==> src/rtl/uemr_pkg.sv <==
// Purpose: Shared constants and types for the endpoint mode responder.
// Assumes: One endpoint; token results arrive as one-cycle summaries.
// Notes: All offsets are byte addresses on the plain register port.

package uemr_pkg;

    // Endpoint modes
    localparam logic [3:0] UEMR_M_STALL_BOTH = 4'h3;
    localparam logic [3:0] UEMR_M_NAK_BOTH = 4'h1;
    localparam logic [3:0] UEMR_M_STATUS_OUT = 4'h2;
    localparam logic [3:0] UEMR_M_ACKOUT_STIN = 4'hB;
    localparam logic [3:0] UEMR_M_STATUS_IN = 4'h6;
    localparam logic [3:0] UEMR_M_ACK_OUT = 4'h9;
    localparam logic [3:0] UEMR_M_NAK_OUT = 4'h8;
    localparam logic [3:0] UEMR_M_ACK_IN = 4'hD;
    localparam logic [3:0] UEMR_M_NAK_IN = 4'hC;

    // Packet length limits
    localparam int UEMR_CNT_W = 6;
    localparam logic [5:0] UEMR_CTRL_MAX = 6'h0A;
    localparam logic [5:0] UEMR_STATUS_LEN = 6'h02;
    localparam logic [3:0] UEMR_ZLP_LEN = 4'h0;

    // Register byte addresses
    localparam logic [4:0] UEMR_A_MODE = 5'h00;
    localparam logic [4:0] UEMR_A_COUNT = 5'h01;
    localparam logic [4:0] UEMR_A_CTRL = 5'h02;
    localparam logic [4:0] UEMR_A_INT_ST = 5'h03;
    localparam logic [4:0] UEMR_A_INT_MASK = 5'h04;
    localparam int UEMR_BUF_BIT = 4;

    // Field positions
    localparam int UEMR_EV_S = 7;
    localparam int UEMR_EV_I = 6;
    localparam int UEMR_EV_O = 5;
    localparam int UEMR_EV_A = 4;
    localparam int UEMR_CNT_TOG = 7;
    localparam int UEMR_CNT_VAL = 6;
    localparam int UEMR_CTRL_STALL = 0;
    localparam int UEMR_CTRL_NAKIE = 1;
    localparam int UEMR_IRQ_EP = 0;
    localparam int UEMR_IRQ_NAK = 1;
    localparam int UEMR_IRQ_W = 2;

    // Token kinds
    typedef enum logic [1:0] {
        UEMR_TOK_SETUP = 2'h0,
        UEMR_TOK_OUT = 2'h1,
        UEMR_TOK_IN = 2'h2
    } uemr_tok_t;

    // Handshake choices
    typedef enum logic [2:0] {
        UEMR_R_NONE = 3'h0,
        UEMR_R_ACK = 3'h1,
        UEMR_R_NAK = 3'h2,
        UEMR_R_STALL = 3'h3,
        UEMR_R_TX = 3'h4
    } uemr_resp_kind_t;

    // Token summary from the receiver
    typedef struct packed {
        uemr_tok_t kind;
        logic [5:0] count;
        logic data_ok;
        logic toggle;
    } uemr_token_t;

    // Answer to the transmitter
    typedef struct packed {
        uemr_resp_kind_t kind;
        logic [3:0] len;
    } uemr_resp_t;

    // Handshake wait state
    typedef enum logic [1:0] {
        UEMR_S_IDLE = 2'b00,
        UEMR_S_WAIT_ZLP = 2'b01,
        UEMR_S_WAIT_TX = 2'b10
    } uemr_state_t;

endpackage : uemr_pkg

==> src/rtl/uemr_core.sv <==
// Purpose: Picks the handshake for each token from the endpoint mode and
//          updates mode, events, toggle, valid, count and interrupts.
// Assumes: Receiver hands over one token summary per packet; bytes of a
//          data packet arrive before its summary.
// Notes: Buffer may hold junk after a rejected packet.
`timescale 1ns/10ps
module uemr_core #(
    parameter int P_MAX_DATA = 8,
    parameter int P_BUF_DEPTH = 10
) (
    // Clock, reset, enable
    input wire logic i_mclk,
    input wire logic i_resetn,
    input wire logic i_ce,
    // Received packet path
    input wire logic i_rx_byte_valid,
    input wire logic [7:0] i_rx_byte,
    input wire logic i_tok_valid,
    input wire uemr_pkg::uemr_token_t i_tok,
    // Host handshake after a transmit
    input wire logic i_hs_valid,
    input wire logic i_hs_ack,
    // Answer to the transmitter
    output uemr_pkg::uemr_resp_t o_resp,
    output logic o_resp_valid,
    // Register port
    input wire logic [4:0] i_addr,
    input wire logic [7:0] i_wdata,
    input wire logic i_wr,
    input wire logic i_rd,
    output logic [7:0] o_rdata,
    // Interrupt
    output logic o_irq
);

    // Endpoint state
    logic [3:0] mode_r, mode_nxt;
    logic [3:0] ev_r, ev_nxt;
    logic tog_r, tog_nxt;
    logic val_r, val_nxt;
    logic [3:0] cnt_r, cnt_nxt;
    logic stall_r, stall_nxt;
    logic nakie_r, nakie_nxt;
    uemr_pkg::uemr_state_t st_r, st_nxt;
    uemr_pkg::uemr_resp_t resp_r, resp_nxt;
    logic resp_v_r, resp_v_nxt;
    logic [uemr_pkg::UEMR_IRQ_W-1:0] ev_irq;
    logic [uemr_pkg::UEMR_IRQ_W-1:0] mask_r, mask_nxt;
    logic [uemr_pkg::UEMR_IRQ_W-1:0] int_st;
    logic [uemr_pkg::UEMR_IRQ_W-1:0] int_clr;
    logic irq_r, irq_nxt;
    logic [7:0] rdata_r, rdata_nxt;

    // Receive buffer
    logic [7:0] buf_mem [P_BUF_DEPTH];
    logic [3:0] wptr_r, wptr_nxt;

    // Decoded token
    logic is_setup, is_out, is_in, ok_ctrl, ok_data;
    logic wr_mode, wr_cnt, wr_ctrl, wr_mask, wr_ist;

    always_comb begin
        is_setup = i_tok_valid && (i_tok.kind == uemr_pkg::UEMR_TOK_SETUP);
        is_out = i_tok_valid && (i_tok.kind == uemr_pkg::UEMR_TOK_OUT);
        is_in = i_tok_valid && (i_tok.kind == uemr_pkg::UEMR_TOK_IN);
        // Length or data faults give no handshake at all
        ok_ctrl = i_tok.data_ok
            && (i_tok.count <= uemr_pkg::UEMR_CTRL_MAX);
        ok_data = i_tok.data_ok
            && (i_tok.count <= UEMR_CNT_W_MAX(P_MAX_DATA));
        wr_mode = i_wr && (i_addr == uemr_pkg::UEMR_A_MODE);
        wr_cnt = i_wr && (i_addr == uemr_pkg::UEMR_A_COUNT);
        wr_ctrl = i_wr && (i_addr == uemr_pkg::UEMR_A_CTRL);
        wr_ist = i_wr && (i_addr == uemr_pkg::UEMR_A_INT_ST);
        wr_mask = i_wr && (i_addr == uemr_pkg::UEMR_A_INT_MASK);
    end

    function automatic logic [5:0] UEMR_CNT_W_MAX(input int m);
        UEMR_CNT_W_MAX = m[5:0];
    endfunction : UEMR_CNT_W_MAX

    // Handshake decision and register updates
    always_comb begin
        mode_nxt = mode_r;
        ev_nxt = ev_r;
        tog_nxt = tog_r;
        val_nxt = val_r;
        cnt_nxt = cnt_r;
        stall_nxt = stall_r;
        nakie_nxt = nakie_r;
        mask_nxt = mask_r;
        st_nxt = st_r;
        resp_nxt = resp_r;
        resp_v_nxt = 1'b0;
        ev_irq = '0;
        // Firmware writes first, so hardware updates below win
        if (wr_mode) begin
            mode_nxt = i_wdata[3:0];
            ev_nxt = ev_r & ~i_wdata[7:4];
        end
        if (wr_cnt) begin
            tog_nxt = i_wdata[uemr_pkg::UEMR_CNT_TOG];
            val_nxt = i_wdata[uemr_pkg::UEMR_CNT_VAL];
            cnt_nxt = i_wdata[3:0];
        end
        if (wr_ctrl) begin
            stall_nxt = i_wdata[uemr_pkg::UEMR_CTRL_STALL];
            nakie_nxt = i_wdata[uemr_pkg::UEMR_CTRL_NAKIE];
        end
        if (wr_mask) begin
            mask_nxt = i_wdata[uemr_pkg::UEMR_IRQ_W-1:0];
        end
        // Host answer to a transmit; a new token drops the wait
        if (st_r != uemr_pkg::UEMR_S_IDLE) begin
            if (i_tok_valid) begin
                st_nxt = uemr_pkg::UEMR_S_IDLE;
            end else if (i_hs_valid) begin
                st_nxt = uemr_pkg::UEMR_S_IDLE;
                if (i_hs_ack && st_r == uemr_pkg::UEMR_S_WAIT_ZLP) begin
                    ev_nxt[uemr_pkg::UEMR_EV_I - 4] = 1'b1;
                    ev_nxt[uemr_pkg::UEMR_EV_A - 4] = 1'b1;
                    mode_nxt = uemr_pkg::UEMR_M_STALL_BOTH;
                    ev_irq[uemr_pkg::UEMR_IRQ_EP] = 1'b1;
                end else if (i_hs_ack) begin
                    ev_nxt[uemr_pkg::UEMR_EV_A - 4] = 1'b1;
                    mode_nxt = uemr_pkg::UEMR_M_NAK_IN;
                    ev_irq[uemr_pkg::UEMR_IRQ_EP] = 1'b1;
                end
            end
        end
        // Token decision by mode; unlisted cases are ignored
        case (mode_r)
            uemr_pkg::UEMR_M_STATUS_OUT,
            uemr_pkg::UEMR_M_ACKOUT_STIN,
            uemr_pkg::UEMR_M_STATUS_IN: begin
                if (is_setup && ok_ctrl) begin
                    resp_nxt = '{uemr_pkg::UEMR_R_ACK, 4'h0};
                    resp_v_nxt = 1'b1;
                    ev_nxt[uemr_pkg::UEMR_EV_S - 4] = 1'b1;
                    ev_nxt[uemr_pkg::UEMR_EV_A - 4] = 1'b1;
                    mode_nxt = uemr_pkg::UEMR_M_NAK_BOTH;
                    tog_nxt = i_tok.toggle;
                    val_nxt = 1'b1;
                    cnt_nxt = i_tok.count[3:0];
                    ev_irq[uemr_pkg::UEMR_IRQ_EP] = 1'b1;
                end else if (is_in
                    && mode_r != uemr_pkg::UEMR_M_STATUS_OUT) begin
                    // Zero-length data; success waits for the host
                    resp_nxt = '{uemr_pkg::UEMR_R_TX,
                        uemr_pkg::UEMR_ZLP_LEN};
                    resp_v_nxt = 1'b1;
                    st_nxt = uemr_pkg::UEMR_S_WAIT_ZLP;
                end else if (is_out && ok_ctrl
                    && mode_r == uemr_pkg::UEMR_M_ACKOUT_STIN) begin
                    resp_nxt = '{uemr_pkg::UEMR_R_ACK, 4'h0};
                    resp_v_nxt = 1'b1;
                    ev_nxt[uemr_pkg::UEMR_EV_O - 4] = 1'b1;
                    ev_nxt[uemr_pkg::UEMR_EV_A - 4] = 1'b1;
                    mode_nxt = uemr_pkg::UEMR_M_NAK_BOTH;
                    tog_nxt = i_tok.toggle;
                    val_nxt = 1'b1;
                    cnt_nxt = i_tok.count[3:0];
                    ev_irq[uemr_pkg::UEMR_IRQ_EP] = 1'b1;
                end else if (is_out && ok_ctrl
                    && mode_r == uemr_pkg::UEMR_M_STATUS_OUT
                    && i_tok.count == uemr_pkg::UEMR_STATUS_LEN
                    && i_tok.toggle) begin
                    resp_nxt = '{uemr_pkg::UEMR_R_ACK, 4'h0};
                    resp_v_nxt = 1'b1;
                    ev_nxt[uemr_pkg::UEMR_EV_O - 4] = 1'b1;
                    ev_nxt[uemr_pkg::UEMR_EV_A - 4] = 1'b1;
                    tog_nxt = 1'b1;
                    val_nxt = 1'b1;
                    cnt_nxt = uemr_pkg::UEMR_STATUS_LEN[3:0];
                    ev_irq[uemr_pkg::UEMR_IRQ_EP] = 1'b1;
                end else if (is_out && ok_ctrl) begin
                    // Bad status stage or OUT during status-in
                    resp_nxt = '{uemr_pkg::UEMR_R_STALL, 4'h0};
                    resp_v_nxt = 1'b1;
                    mode_nxt = uemr_pkg::UEMR_M_STALL_BOTH;
                    ev_irq[uemr_pkg::UEMR_IRQ_EP] = 1'b1;
                end
            end
            uemr_pkg::UEMR_M_ACK_OUT: begin
                if (is_out && ok_data && stall_r) begin
                    resp_nxt = '{uemr_pkg::UEMR_R_STALL, 4'h0};
                    resp_v_nxt = 1'b1;
                end else if (is_out && ok_data) begin
                    resp_nxt = '{uemr_pkg::UEMR_R_ACK, 4'h0};
                    resp_v_nxt = 1'b1;
                    ev_nxt[uemr_pkg::UEMR_EV_A - 4] = 1'b1;
                    mode_nxt = uemr_pkg::UEMR_M_NAK_OUT;
                    tog_nxt = i_tok.toggle;
                    val_nxt = 1'b1;
                    cnt_nxt = i_tok.count[3:0];
                    ev_irq[uemr_pkg::UEMR_IRQ_EP] = 1'b1;
                end
            end
            uemr_pkg::UEMR_M_NAK_OUT: begin
                if (is_out && ok_data) begin
                    resp_nxt = '{uemr_pkg::UEMR_R_NAK, 4'h0};
                    resp_v_nxt = 1'b1;
                    ev_irq[uemr_pkg::UEMR_IRQ_NAK] = nakie_r;
                end
            end
            uemr_pkg::UEMR_M_ACK_IN: begin
                if (is_in && stall_r) begin
                    resp_nxt = '{uemr_pkg::UEMR_R_STALL, 4'h0};
                    resp_v_nxt = 1'b1;
                end else if (is_in) begin
                    resp_nxt = '{uemr_pkg::UEMR_R_TX, cnt_r};
                    resp_v_nxt = 1'b1;
                    st_nxt = uemr_pkg::UEMR_S_WAIT_TX;
                end
            end
            uemr_pkg::UEMR_M_NAK_IN: begin
                if (is_in) begin
                    resp_nxt = '{uemr_pkg::UEMR_R_NAK, 4'h0};
                    resp_v_nxt = 1'b1;
                    ev_irq[uemr_pkg::UEMR_IRQ_NAK] = nakie_r;
                end
            end
            default: begin
                resp_nxt = resp_r;
            end
        endcase
        // Interrupt level from the status as it will stand
        irq_nxt = |(((int_st & ~int_clr) | ev_irq) & mask_nxt);
    end

    // Endpoint state registers
    always_ff @(posedge i_mclk) begin
        if (!i_resetn) begin
            mode_r <= 4'h0;
            ev_r <= 4'h0;
            tog_r <= 1'b0;
            val_r <= 1'b0;
            cnt_r <= 4'h0;
            stall_r <= 1'b0;
            nakie_r <= 1'b0;
            mask_r <= '0;
            st_r <= uemr_pkg::UEMR_S_IDLE;
            resp_r <= '{uemr_pkg::UEMR_R_NONE, 4'h0};
            resp_v_r <= 1'b0;
            irq_r <= 1'b0;
        end else if (i_ce) begin
            mode_r <= mode_nxt;
            ev_r <= ev_nxt;
            tog_r <= tog_nxt;
            val_r <= val_nxt;
            cnt_r <= cnt_nxt;
            stall_r <= stall_nxt;
            nakie_r <= nakie_nxt;
            mask_r <= mask_nxt;
            st_r <= st_nxt;
            resp_r <= resp_nxt;
            resp_v_r <= resp_v_nxt;
            irq_r <= irq_nxt;
        end
    end

    // Sticky interrupt status, write one to clear
    assign int_clr = wr_ist ? i_wdata[uemr_pkg::UEMR_IRQ_W-1:0] : '0;

    uemr_sticky #(
        .W(uemr_pkg::UEMR_IRQ_W)
    ) u_int_st (
        .i_mclk(i_mclk),
        .i_resetn(i_resetn),
        .i_ce(i_ce),
        .i_set(ev_irq),
        .i_clr(int_clr),
        .o_q(int_st)
    );

    // Buffer fill; a rejected packet simply leaves junk behind
    always_comb begin
        wptr_nxt = wptr_r;
        if (i_tok_valid) begin
            wptr_nxt = 4'h0;
        end else if (i_rx_byte_valid && wptr_r < P_BUF_DEPTH[3:0]) begin
            wptr_nxt = wptr_r + 4'h1;
        end
    end

    always_ff @(posedge i_mclk) begin
        if (!i_resetn) begin
            wptr_r <= 4'h0;
        end else if (i_ce) begin
            wptr_r <= wptr_nxt;
            if (i_rx_byte_valid && !i_tok_valid
                && wptr_r < P_BUF_DEPTH[3:0]) begin
                buf_mem[wptr_r] <= i_rx_byte;
            end
        end
    end

    // Read mux, answer one cycle after the strobe
    always_comb begin
        rdata_nxt = 8'h00;
        if (i_rd) begin
            if (i_addr[uemr_pkg::UEMR_BUF_BIT]) begin
                if (i_addr[3:0] < P_BUF_DEPTH[3:0]) begin
                    rdata_nxt = buf_mem[i_addr[3:0]];
                end
            end else begin
                case (i_addr)
                    uemr_pkg::UEMR_A_MODE: rdata_nxt = {ev_r, mode_r};
                    uemr_pkg::UEMR_A_COUNT: rdata_nxt = {tog_r, val_r,
                        2'b00, cnt_r};
                    uemr_pkg::UEMR_A_CTRL: rdata_nxt = {6'h00, nakie_r,
                        stall_r};
                    uemr_pkg::UEMR_A_INT_ST: rdata_nxt = {6'h00, int_st};
                    uemr_pkg::UEMR_A_INT_MASK: rdata_nxt = {6'h00, mask_r};
                    default: rdata_nxt = 8'h00;
                endcase
            end
        end
    end

    always_ff @(posedge i_mclk) begin
        if (!i_resetn) begin
            rdata_r <= 8'h00;
        end else if (i_ce) begin
            rdata_r <= rdata_nxt;
        end
    end

    // Outputs straight from flops
    assign o_resp = resp_r;
    assign o_resp_valid = resp_v_r;
    assign o_rdata = rdata_r;
    assign o_irq = irq_r;

endmodule : uemr_core

==> src/rtl/uemr_sticky.sv <==
// Purpose: Sticky event bits, cleared by writing ones.
// Assumes: Set and clear arrive in the same clock domain.
// Notes: A set in the clear cycle wins, so no event is lost.
`timescale 1ns/10ps
module uemr_sticky #(
    parameter int W = 2
) (
    // Clock and control
    input wire logic i_mclk,
    input wire logic i_resetn,
    input wire logic i_ce,
    // Events and clears
    input wire logic [W-1:0] i_set,
    input wire logic [W-1:0] i_clr,
    output logic [W-1:0] o_q
);

    logic [W-1:0] q_nxt;

    // Set dominates clear
    always_comb begin
        q_nxt = (o_q & ~i_clr) | i_set;
    end

    // Register only
    always_ff @(posedge i_mclk) begin
        if (!i_resetn) begin
            o_q <= '0;
        end else if (i_ce) begin
            o_q <= q_nxt;
        end
    end

endmodule : uemr_sticky

==> config.mk <==
export PLATFORM = sky130hd
export DESIGN_NAME = uemr_core
export DESIGN_NICKNAME = d
export VERILOG_FILES = /design/src/rtl/uemr_pkg.sv /design/src/rtl/uemr_core.sv /design/src/rtl/uemr_sticky.sv
export SDC_FILE = /design/constraint.sdc
export NUM_CORES = 1
export LEC_CHECK = 0
export BUFFER_PORTS_ARGS = -buffer_cell sky130_fd_sc_hd__buf_2
export CAP_MARGIN = 40
export CELL_PAD_IN_SITES_DETAIL_PLACEMENT = 1
export CELL_PAD_IN_SITES_GLOBAL_PLACEMENT = 1
export CORE_UTILIZATION = 48
export DETAILED_ROUTE_END_ITERATION = 7
export GPL_TIMING_DRIVEN = 0
export PLACE_DENSITY = 0.83
export SYNTH_ARGS = -nofsm -noshare
export SYNTH_HDL_FRONTEND = slang
export SYNTH_SLANG_ARGS = --single-unit
==> constraint.sdc <==
create_clock -name i_mclk -period 2.4 [get_ports i_mclk]
set_input_delay 0.36 -clock i_mclk [delete_from_list [all_inputs] [get_ports i_mclk]]
set_output_delay 0.36 -clock i_mclk [all_outputs]
set_load 0.005 [all_outputs]
==> results.md <==
- Final nets: 585
- Power share of the clock group: 0.475
- Cell Chain, Critical Path: buf_4 -> and4b_1 -> nor2_1 -> o31ai_4 -> a2111oi_0 -> nor3_1
- Synth Area in Compound Gates: 0.1697
- Hold WC Path Type: input pin to flop
- Core box area: 11,960 um2
- Drt total wl: 17,510 um
- Reg power frac: 0.462
- Num CTS Buffers: 17
- Top_reg_cell synth: edfxtp_1
- Most frequent cell after synthesis: edfxtp_1
- Post-synthesis average cell area: 12.46 um2
- Ys async rst share: 0
- CP Class: flop to flop
- Slew Viols, Final: 0
- Sequential area share after synthesis: 0.5561
- Area contributors post-synth: edfxtp_1 41%, dfxtp_1 15%, mux4_2 6.1%, mux2i_1 2.6%, o21ai_0 2.2%
- Unique cell type count in the Yosys netlist: 76
- Logic pwr share: 0.063
- Synth Area in XOR/XNOR: 0
- Slew HR: 0.4691
- Clock Sinks: between 100 and 150
- VDD IR max: about 660 uV
- Combinational family with the most area after synthesis: compound AO/OA/AOI/OAI gates
- DP Wirelength: 12,630 um
- Worst EP required: 2.68 ns
- EDFF count, synth: 80
- Worst Clk Skew: between 0.006 and 0.007 ns
- Most frequent cells after synthesis: 80 x edfxtp_1, 43 x dfxtp_1, 32 x nor2_1
- Worst Path Max Fanout: 9
- Cell internal pwr: about 3.8 mW
- Largest net degree at the start of global routing: 17
- Via count: 4,619
- Antenna violations before repair: 0
- Mapped Area: 5868 um2
- Switching Power: 1.153 mW
- Syn Nets: 515
- Slowest cell on crit path: a2111oi_0
- Vias per cell: 6.599
- Startpoint types: flop
- CTS tree: built
- Wire per inst: 25.01 um
- Leak Pwr: between 2 and 2.5 nW
- Global router's overall resource usage: 0.2911
- GPL Wtd Cong: 0.9075
- Final setup viols: 0
- Clk_lat worst skew: 0.42 ns
- Status: completed
- Worst hold slack: 0.2461 ns
- Synth Instances: 471
- Fmax: 443.9 MHz
- Area leader, netlist: edfxtp_1
- Row count: 40
- Die area: 12,670 um2
- RSZ-0062 raised after global routing: false
- Worst path arrival time: 2.54 ns
- Initial DRT Pass Iterations: 6
- Clock tree buffer depth: 2
- Starting DRT DRC Count: 373
- First-pass GRT wire length: 27,010 um
- Power density over cell area: 717.2 nW/um2
- Post-Synth Adder-Cell Area: 0.008529
- Die Height: 112.6 um
- Synthesized flop and latch total: 123
- Multiplexer share of the synthesized area: 0.1004
- N_diodes: 0
- Synthesis-to-finish area growth: 16.97%
- Cell at the root of the clock tree: clkbuf_16
- Post-synth top area share: 0.4094
- Sum Neg Setup Slack: 0 ns
- Setup crit end kind: flop
- Total gr overflow: 0
- Final period utilization: 0.9386
- Initial Utilization: 0.4906
- Antenna violation net count after detailed routing: 0
- Clock slew at reported path FFs: about 0.060 ns
- Max-Cap Viols: 0
- Worst Max-Slew Pin Slew: 0.7763 ns
- Layout cells sized above 1: 0.2405
- Switching Share: 0.2341
- Max stage delay on crit path: 0.55 ns
- Final Hold Vio Count: 0
- # IOs: 57
- Vias in the first global route: 4,779
- DRC Markers: 0
- Port buffer count: 51
- Die W: roughly 110 um
- Final min period: 2.253 ns
- H-tree lvl count: 4
- Simple-gate area share of the yosys netlist: 0.1352
- Synth warn: 0
[layout make-up]
cell class / instances / area (um2)
plain buffers: 29 / 135.1
clock inverters: 13 / 105.1
well taps: 147 / 183.9
flip-flops and latches: 123 / 3263
inverters: 11 / 41.29
repair buffers: 51 / 255.2
multi-input cells: 308 / 2451
fillers: 1219 / 5097
clock buffers: 18 / 429.2
[sequential cells by signal, indices dropped and copies added, names as in the netlist]
| register | flops |
|---|---|
| val_r | 1 |
| mode_r | 4 |
| o_resp_valid | 1 |
| wptr_r | 4 |
| o_irq | 1 |
| mask_r | 2 |
| cnt_r | 4 |
| u_int_st.o_q | 2 |
| tog_r | 1 |
| stall_r | 1 |
| ev_r | 4 |
| nakie_r | 1 |
| st_r | 2 |
| buf_mem | 80 |
| o_resp | 7 |
| o_rdata | 8 |
[final timing paths]
kind	startpoint	end	slack [ns]	depth (start not counted)
setup / recovery	mode_r[2]	o_resp[6]	0.15	6
hold / removal	i_rx_byte[1]	buf_mem[8][1]	0.25	1
setup reg to reg	mode_r[2]	o_resp[6]	0.15	6
hold reg to reg	o_rdata[1]	o_rdata[1]	0.46	1
[metrics by stage]
| stage | area (um2) | setup WS (ns) | util | std cells | total power, mW |
|---|---|---|---|---|---|
| floorplan | 5868 | 0.4857 | - | 471 | 2.483 |
| global route | 6864 | 0.006798 | 0.5738 | 700 | 5.046 |
| global placement | 6307 | -0.1546 | 0.5273 | 669 | 2.604 |
| finish | 6864 | 0.1475 | 0.5738 | 700 | 4.923 |
| CTS | 6858 | 0.06064 | 0.5733 | 700 | 4.932 |
| detailed placement | 6307 | -0.3261 | 0.5273 | 669 | 2.618 |
[cell families after synthesis]
logic type	Yosys count
AOI/OAI and AO/OA	128
adders and majority gates	4
buffers and inverters	40
and+or+nand+nor	138
DFF	123
muxes	38
[layer usage]
layer	global-route usage	wire length [um]
met5	0	0
met3	0.07127	870
met2	0.4922	8974
met1	0.3395	6946
met4	0.1644	716
[timing repair]
action,4_1_cts,5_1_grt
pin swaps,0,0
resized for setup,5,5
endpoints found under the hold margin,0,0
endpoints found under the setup margin,64,40
hold buffers,0,0
setup buffers,0,0
[critical path, delay by kind of cell (launching register included)]
kind | cells | cell delay [ns]
simple gates | 3 | 0.88
buf+inv | 1 | 0.15
flops | 1 | 0.32
compound gates | 2 | 0.76
[power by group through the flow]
stage / clock network (mW) / logic, mW / registers [mW]
finish: 2.34 / 0.309 / 2.27
global route: 2.44 / 0.330 / 2.27
CTS: 2.35 / 0.304 / 2.27
detailed placement: 0 / 0.300 / 2.32
floorplan: 0 / 0.167 / 2.32
global placement: 0 / 0.287 / 2.32
[layout by cell type (no fill, tap or decap), types with 8 or more instances in the layout]
cell type / n
edfxtp_1: 80
buf_2: 57
dfxtp_1: 43
nor2_1: 32
o21ai_0: 26
clkbuf_1: 19
a21oi_1: 18
clkbuf_16: 17
nand2_1: 16
mux4_2: 16
mux2i_1: 15
nand4_1: 14
inv_1: 10
and2_2: 9
nor2b_1: 9
a211oi_1: 9
nor3_1: 8
and3_1: 8
nand3_1: 8
a31oi_1: 8
Power figures use the tool's default switching activity.
